`config.mk`:
```
export PLATFORM = sky130hd
export DESIGN_NAME = redirection_entry_control
export DESIGN_NICKNAME = d
export VERILOG_FILES = /design/src/redirection_entry_control.v
export VERILOG_INCLUDE_DIRS = /design/src /design/src/src
export SDC_FILE = /design/constraint.sdc
export NUM_CORES = 1
export LEC_CHECK = 0
export ABC_AREA = 0
export BUFFER_PORTS_ARGS = -buffer_cell sky130_fd_sc_hd__buf_2
export CAP_MARGIN = 0
export CORE_ASPECT_RATIO = 0.5
export CORE_MARGIN = 3
export CORE_UTILIZATION = 45
export CTS_BUF_LIST = sky130_fd_sc_hd__clkbuf_8
export DETAILED_ROUTE_END_ITERATION = 6
export MAX_ROUTING_LAYER = met4
export PLACE_DENSITY_LB_ADDON = 0.3
export SLEW_MARGIN = 0
export SYNTH_ARGS = -nofsm -noshare
export SYNTH_HDL_FRONTEND = slang
export SYNTH_SLANG_ARGS = --single-unit
```
`constraint.sdc`:
```
create_clock -name sys_clk_in -period 2.8 [get_ports sys_clk_in]
set_input_delay 0.84 -clock sys_clk_in [delete_from_list [all_inputs] [get_ports sys_clk_in]]
set_output_delay 0.84 -clock sys_clk_in [all_outputs]
set_load 0.005 [all_outputs]
```
`src/redirection_entry_defines.vh`:
```
`ifndef REDIRECTION_ENTRY_DEFINES_VH
`define REDIRECTION_ENTRY_DEFINES_VH
// ==========================================================
// Register byte offsets
`define REG_ENTRY_LOW 12'h000
`define REG_ENTRY_HIGH 12'h004
`define REG_INPUT_STATUS 12'h008
// ==========================================================
// Entry low word field positions
`define BIT_MASK 16
`define BIT_TRIGGER 15
`define BIT_REMOTE 14
`define BIT_POLARITY 13
`define BIT_PENDING 12
`define BIT_DEST_MODE 11
`define VEC_MSB 7
`define DELMODE_MSB 10
`define DELMODE_LSB 8
// ==========================================================
// Entry high word destination field positions
`define DEST_MSB 31
`define DEST_LSB 24
`define DEST_PHYS_MSB 27
// ==========================================================
// Reset values
`define RESET_LOW 32'h0001_0000
`define RESET_HIGH 32'h0000_0000
`endif

```
`src/redirection_entry_control.v`:
```
// Chosen here: the placing of the registers and the APB interface to the registers.
`timescale 1ns/1ps
`include "redirection_entry_defines.vh"
// Overview of operation
// - Mask bit 16 set blocks new messages for the input; a message already pending is still sent
// - Edges on a masked edge input are dropped, not remembered
// - Level changes on a masked level input alter no state
// - Masking after acceptance leaves the accepted interrupt alone
// - Unmasked edge or level is sent to the programmed destination
// - Trigger bit 15: one selects level, zero selects edge
// - Remote accept flag bit 14 sets when a level interrupt is accepted
// - Remote accept flag clears on end of interrupt with matching vector
// - Polarity bit 13: zero active high, one active low
// - Delivery pending bit 12 is read only, writes leave it
// - Delivery pending reads one while a message waits for the bus
// - Physical mode sends the 4-bit identifier from bits 56 to 59
// - Logical mode sends the 8-bit value from bits 56 to 63
module redirection_entry_control
(
  input wire sys_clk_in,
  input wire nrst_in,
  input wire [31:0] paddr_in,
  input wire psel_in,
  input wire penable_in,
  input wire pwrite_in,
  input wire [31:0] pwdata_in,
  input wire [3:0] pstrb_in,
  output reg [31:0] prdata_out,
  output wire pready_out,
  output wire pslverr_out,
  input wire irq_pin_in,
  output wire msg_req_out,
  output reg [7:0] msg_vector_out,
  output reg [2:0] msg_delivery_mode_out,
  output reg msg_level_out,
  output reg msg_dest_mode_out,
  output reg [7:0] msg_dest_out,
  input wire msg_accept_in,
  input wire eoi_valid_in,
  input wire [7:0] eoi_vector_in
);

  // ==========================================================
  // Entry storage and status
  reg [31:0] entry_low;
  reg [31:0] entry_high;
  reg remote_accept_flag;
  reg delivery_pending_flag;
  reg pin_meta;
  reg pin_sync;
  reg active_prev;
  reg [31:0] next_entry_low;
  reg [31:0] next_entry_high;
  reg next_remote_accept_flag;
  reg next_delivery_pending_flag;
  reg next_active_prev;
  reg [7:0] next_msg_vector;
  reg [2:0] next_msg_delivery_mode;
  reg next_msg_level;
  reg next_msg_dest_mode;
  reg [7:0] next_msg_dest;

  // ==========================================================
  // Entry field decode
  wire mask_bit;
  wire level_mode;
  wire input_polarity_select;
  wire destination_mode_select;
  wire [7:0] vector;
  wire [2:0] delivery_mode;
  wire [7:0] logical_dest;
  wire [3:0] physical_dest;

  assign mask_bit = entry_low[`BIT_MASK];
  assign level_mode = entry_low[`BIT_TRIGGER];
  assign input_polarity_select = entry_low[`BIT_POLARITY];
  assign destination_mode_select = entry_low[`BIT_DEST_MODE];
  assign vector = entry_low[`VEC_MSB:0];
  assign delivery_mode = entry_low[`DELMODE_MSB:`DELMODE_LSB];
  assign logical_dest = entry_high[`DEST_MSB:`DEST_LSB];
  assign physical_dest = entry_high[`DEST_PHYS_MSB:`DEST_LSB];

  // ==========================================================
  // Input conditioning
  wire active;
  wire edge_seen;
  wire level_seen;
  wire trigger;
  wire inject;
  wire accepted;
  wire eoi_match;

  assign active = pin_sync ^ input_polarity_select;
  assign edge_seen = active & ~active_prev;
  assign level_seen = active & ~remote_accept_flag;
  assign trigger = level_mode ? level_seen : edge_seen;
  assign inject = trigger & ~mask_bit & ~delivery_pending_flag;
  assign accepted = delivery_pending_flag & msg_accept_in;
  assign eoi_match = eoi_valid_in & (eoi_vector_in == vector);

  // ==========================================================
  // APB slave decode
  wire access;
  wire wr;
  wire hit_low;
  wire hit_high;
  wire hit_stat;
  wire mapped;

  assign access = psel_in & penable_in;
  assign wr = access & pwrite_in;
  assign hit_low = paddr_in[11:0] == `REG_ENTRY_LOW;
  assign hit_high = paddr_in[11:0] == `REG_ENTRY_HIGH;
  assign hit_stat = paddr_in[11:0] == `REG_INPUT_STATUS;
  assign mapped = hit_low | hit_high | hit_stat;
  assign pready_out = 1'b1;
  assign pslverr_out = access & ~mapped;

  // ==========================================================
  // Byte lane enables
  wire [31:0] byte_en;
  wire [31:0] low_wmask;
  wire [31:0] lw;

  genvar lane;
  generate
    for (lane = 0; lane < 4; lane = lane + 1)
    begin : g_lane
      assign byte_en[lane*8+7:lane*8] = {8{pstrb_in[lane]}};
    end
  endgenerate

  // Writable bits of the low word; status bits are hardware owned
  assign low_wmask = 32'h0001_AFFF;
  assign lw = low_wmask & byte_en;

  // ==========================================================
  // Entry register update
  always @*
  begin
    next_entry_low = entry_low;
    next_entry_high = entry_high;
    if (wr && hit_low)
    begin
      next_entry_low = (entry_low & ~lw) | (pwdata_in & lw);
    end
    if (wr && hit_high)
    begin
      next_entry_high = (entry_high & ~byte_en) | (pwdata_in & byte_en);
    end
  end

  always @(posedge sys_clk_in)
  begin
    if (!nrst_in)
    begin
      entry_low <= `RESET_LOW;
      entry_high <= `RESET_HIGH;
    end
    else
    begin
      entry_low <= next_entry_low;
      entry_high <= next_entry_high;
    end
  end

  always @*
  begin
    prdata_out = 32'h0000_0000;
    if (hit_low)
    begin
      prdata_out = entry_low;
      prdata_out[`BIT_REMOTE] = remote_accept_flag;
      prdata_out[`BIT_PENDING] = delivery_pending_flag;
    end
    else if (hit_high)
      prdata_out = entry_high;
    else if (hit_stat)
      prdata_out = {31'h0000_0000, active};
  end

  // ==========================================================
  // Pin synchroniser and edge history
  always @(posedge sys_clk_in)
  begin
    if (!nrst_in)
    begin
      pin_meta <= 1'b0;
      pin_sync <= 1'b0;
    end
    else
    begin
      pin_meta <= irq_pin_in;
      pin_sync <= pin_meta;
    end
  end

  // Masked input looks active, so no edge survives the unmask
  always @*
  begin
    next_active_prev = active;
    if (mask_bit)
    begin
      next_active_prev = 1'b1;
    end
  end

  always @(posedge sys_clk_in)
  begin
    if (!nrst_in)
    begin
      active_prev <= 1'b0;
    end
    else
    begin
      active_prev <= next_active_prev;
    end
  end

  // ==========================================================
  // Delivery and acceptance tracking
  assign msg_req_out = delivery_pending_flag;

  always @*
  begin
    next_delivery_pending_flag = delivery_pending_flag;
    if (inject)
    begin
      next_delivery_pending_flag = 1'b1;
    end
    else if (accepted)
    begin
      next_delivery_pending_flag = 1'b0;
    end
  end

  // Accepted message is never withdrawn by a later mask
  always @*
  begin
    next_remote_accept_flag = remote_accept_flag;
    if (accepted && msg_level_out)
    begin
      next_remote_accept_flag = 1'b1;
    end
    else if (eoi_match)
    begin
      next_remote_accept_flag = 1'b0;
    end
  end

  // Message fields are captured at injection and held while pending
  always @*
  begin
    next_msg_vector = msg_vector_out;
    next_msg_delivery_mode = msg_delivery_mode_out;
    next_msg_level = msg_level_out;
    next_msg_dest_mode = msg_dest_mode_out;
    next_msg_dest = msg_dest_out;
    if (inject)
    begin
      next_msg_vector = vector;
      next_msg_delivery_mode = delivery_mode;
      next_msg_level = level_mode;
      next_msg_dest_mode = destination_mode_select;
      if (destination_mode_select)
      begin
        next_msg_dest = logical_dest;
      end
      else
      begin
        next_msg_dest = {4'h0, physical_dest};
      end
    end
  end

  always @(posedge sys_clk_in)
  begin
    if (!nrst_in)
    begin
      delivery_pending_flag <= 1'b0;
      remote_accept_flag <= 1'b0;
    end
    else
    begin
      delivery_pending_flag <= next_delivery_pending_flag;
      remote_accept_flag <= next_remote_accept_flag;
    end
  end

  always @(posedge sys_clk_in)
  begin
    if (!nrst_in)
    begin
      msg_vector_out <= 8'h00;
      msg_delivery_mode_out <= 3'h0;
      msg_level_out <= 1'b0;
      msg_dest_mode_out <= 1'b0;
      msg_dest_out <= 8'h00;
    end
    else
    begin
      msg_vector_out <= next_msg_vector;
      msg_delivery_mode_out <= next_msg_delivery_mode;
      msg_level_out <= next_msg_level;
      msg_dest_mode_out <= next_msg_dest_mode;
      msg_dest_out <= next_msg_dest;
    end
  end

endmodule // redirection_entry_control

```
==> impl_results.md <==
- Fin. max-slew vios: 0
- Setup crit start: paddr_in[4]
- Share of layout cells above drive strength 1: 0.337
- End-of-flow core utilization: 0.625
- Pin count of the biggest net entering global routing: around 110
- Peak supply drop: roughly 0.00021 V
- Tot GR Track Use: 0.204
- Slack of the critical path: -0.169 ns
- Startpoint types: input port
- Worst-Skew Late Latency: 0.34 ns
- Syn nets: 461
- Outcome: finished, violations left
- Worst R2R Setup Slack: between 1 and 1.5 ns
- WS Path Type: input port to output port
- Drt pass-1 iters: 4
- Port-buffer cells: approximately 120
- Io pins: 140
- Vias in the first global route: about 2700
- Final setup vio count: 32
- RSZ-0062 raised after global routing: yes
- Final antenna-violating net count: 0
- RD Place Congestion: roughly 0.73
- Crit share post-route: 1.06
- Initial antenna violation count: 0
- Switching Share: 0.222
- Total global routing overflow: 0
- Worst Reg-to-Reg Cells: 5
- Die Y: just under 70 um
- Seq pwr share: 0.545
- Dominant cells by area after synthesis: dfxtp_1 (43%), mux2i_1 (16%), nand2_1 (14%)
- Post-Syn Instances: between 300 and 400
- Clk slew on worst S/H paths: about 0.07 ns
- Initial Utilization: 0.487
- Arr. time, crit path: around 2.1 ns
- Distinct cells, synth: 34
- Leakage dissipation: around 0.0019 uW
- Failing checks: negative setup slack
- Via count: between 2000 and 3000
- Clock sink count: 73
- Die area: ~0.0087 mm^2
- TritonCTS clock tree: done
- Fin nets: between 500 and 600
- Seq cells post-synth: 73
- Syn Std Cell Area: between 0.003 and 0.004 mm^2
- Worst hold path type: flip-flop to flip-flop
- DRC violations left: 0
- Sequential area share after synthesis: 0.430
- Share of the synthesized area in the top cell type: 0.430
- Crit Path Max Fanout: 24
- Antenna fix cells: 0
- Ys Warns: 0
- Worst Path Required: approximately 2 ns
- CTS Buffer Depth: 2
- Initial DRC count: 176
- Logic gate share of total power: 0.066
- Highest Clock Rate: between 300 and 400 MHz
- Core footprint: around 0.007 mm^2
- Worst reg2reg path endpoint: msg_dest_out[5]$_SDFFE_PN0P_
- Tot Pwr: ~1900 uW
- Depth of the CTS H-tree: 3
- Syn Area/Cell: ~9.0 um^2
- Final Skew: between 0.004 and 0.005 ns
- Final wirelength: approximately 8.4 mm
- TNS Setup: -3.90 ns
- Layout area overhead: 28.4%
- MaxCap Viol Count: 0
- Tmin final: just under 3 ns
- Root Driver: clkbuf_8
- First-pass GRT wire length: 13.2 mm
- Post-DP HPWL: about 6.2 mm
- Clk pwr share: 0.389
- Worst Setup EP: prdata_out[13]
- Hold Fails Final Rpt: 0
- P_sw: approximately 420 uW
- CTS Buf Count: 9
- Pwr/cell area: between 400 and 500 mW/mm^2
- Internal power: 1490 uW
- Cell taking the most area after synthesis: dfxtp_1
- Die X: 129 um
- Row count: 21
- CP Capture Type: output port
- Vias/cell: 4.99
- WL/cell: approximately 14 um
metrics by stage:
stage	hold slack [ns]	cell area, um^2	instances	setup WS (ns)
after global placement	0.413	4130	575	-0.205
after CTS	0.440	4350	591	-0.165
after global routing	0.474	4370	591	-0.268
final	0.437	4370	591	-0.169
after detailed placement	0.423	4130	575	-0.223
after floorplan	0.412	3430	377	-0.0131
per-layer routing:
layer	vias to the layer above	share of wire	global-route usage
met5	-	0	-
met4	0	0.012	0.0615
met3	10	0.057	0.0592
met2	80	0.46	0.309
met1	1372	0.47	0.265
li1	1490	-	-
worst min path at each step:
stage,startpoint,to,slack (ns),depth (start not counted)
5_1_grt,flip-flop,flip-flop,0.47,2
2_1_floorplan,pin_meta$_SDFF_PN0_,pin_sync$_SDFF_PN0_,0.41,1
3_5_place_dp,pin_meta$_SDFF_PN0_,pin_sync$_SDFF_PN0_,0.42,1
3_3_place_gp,pin_meta$_SDFF_PN0_,pin_sync$_SDFF_PN0_,0.41,1
6_report,pin_meta$_SDFF_PN0_,pin_sync$_SDFF_PN0_,0.44,1
4_1_cts,pin_meta$_SDFF_PN0_,pin_sync$_SDFF_PN0_,0.44,1
power by group through the flow:
stage          sequential, uW  clock (uW)  combinational, uW
2_1_floorplan            1060           0               60.2
6_report                 1040         743                127
5_1_grt                  1040         817                139
4_1_cts                  1040         773                127
3_3_place_gp             1060           0                122
3_5_place_dp             1060           0                124
worst max-delay path, stage by stage:
cell and delay [ns]:
buf_6 0.09, nor4_4 0.29, nor3b_4 0.25, and3_4 0.22, buf_12 0.16, a22o_1 0.15, buf_2 0.11
logic make-up (layout without fill, tap and decap cells):
kind of cell | Yosys count | after routing | synth area share
buf+inv | 24 | 146 | 0.0320
compound gates | 38 | 38 | 0.0857
xor+xnor | 9 | 9 | 0.0232
other cells | 1 | 1 | 0.00110
flops | 73 | 73 | 0.430
mux | 55 | 55 | 0.162
simple gates | 177 | 177 | 0.267
cell type report:
cell class,count,area (um^2)
Timing Repair Buffer,129,721
Sequential cell,73,1460
Clock inverter,3,16.3
Multi-Input combinational cell,280,1880
Fill cell,627,2620
Tap cell,92,115
Clock buffer,12,165
Inverter,2,7.51
Yosys cell counts:
| cell type | count |
|---|---|
| buf_4 | 4 |
| nand3_1 | 6 |
| and3_1 | 3 |
| xor2_1 | 1 |
| nor2_4 | 2 |
| a21boi_0 | 23 |
| o31ai_1 | 1 |
| and3b_1 | 1 |
| o21ai_0 | 2 |
| buf_1 | 4 |
| nor4_4 | 2 |
| nand4b_2 | 1 |
| a31oi_1 | 1 |
| nor2b_1 | 3 |
| clkbuf_1 | 11 |
| nor2_1 | 8 |
| nor2_8 | 4 |
| o311ai_1 | 1 |
| and2_1 | 17 |
| nand4_1 | 2 |
| and4bb_1 | 1 |
| o21a_1 | 1 |
| nand2b_1 | 1 |
| nand3b_1 | 1 |
| inv_1 | 2 |
| nand2_1 | 123 |
| xnor2_1 | 8 |
| conb_1 | 1 |
| mux2i_1 | 55 |
| nor3b_2 | 1 |
| dfxtp_1 | 73 |
| buf_2 | 3 |
| nand4_4 | 1 |
| a22o_1 | 9 |
cells in the final DEF (no fill, tap or decap), types with 2 or more instances in the layout:
cell      count
nand2_1     122
buf_2       115
dfxtp_1      73
mux2i_1      55
a21boi_0     23
and2_1       12
clkbuf_8     12
a22o_1        9
xnor2_1       8
buf_4         8
nand3_1       6
and2_4        5
nor2_1        4
nor2_2        4
nor2_8        4
buf_6         4
inv_1         3
nor4_4        2
o21ai_0       2
and3_4        2
nor2b_1       2
nor2_4        2
nand4_1       2
buf_12        2
timing repair:
item	CTS	global route
hold buffers	0	0
resized for setup	9	4
setup endpoints to repair	31	33
gates cloned	0	0
buffers inserted	1	0
(Power assumes the default switching activity.)
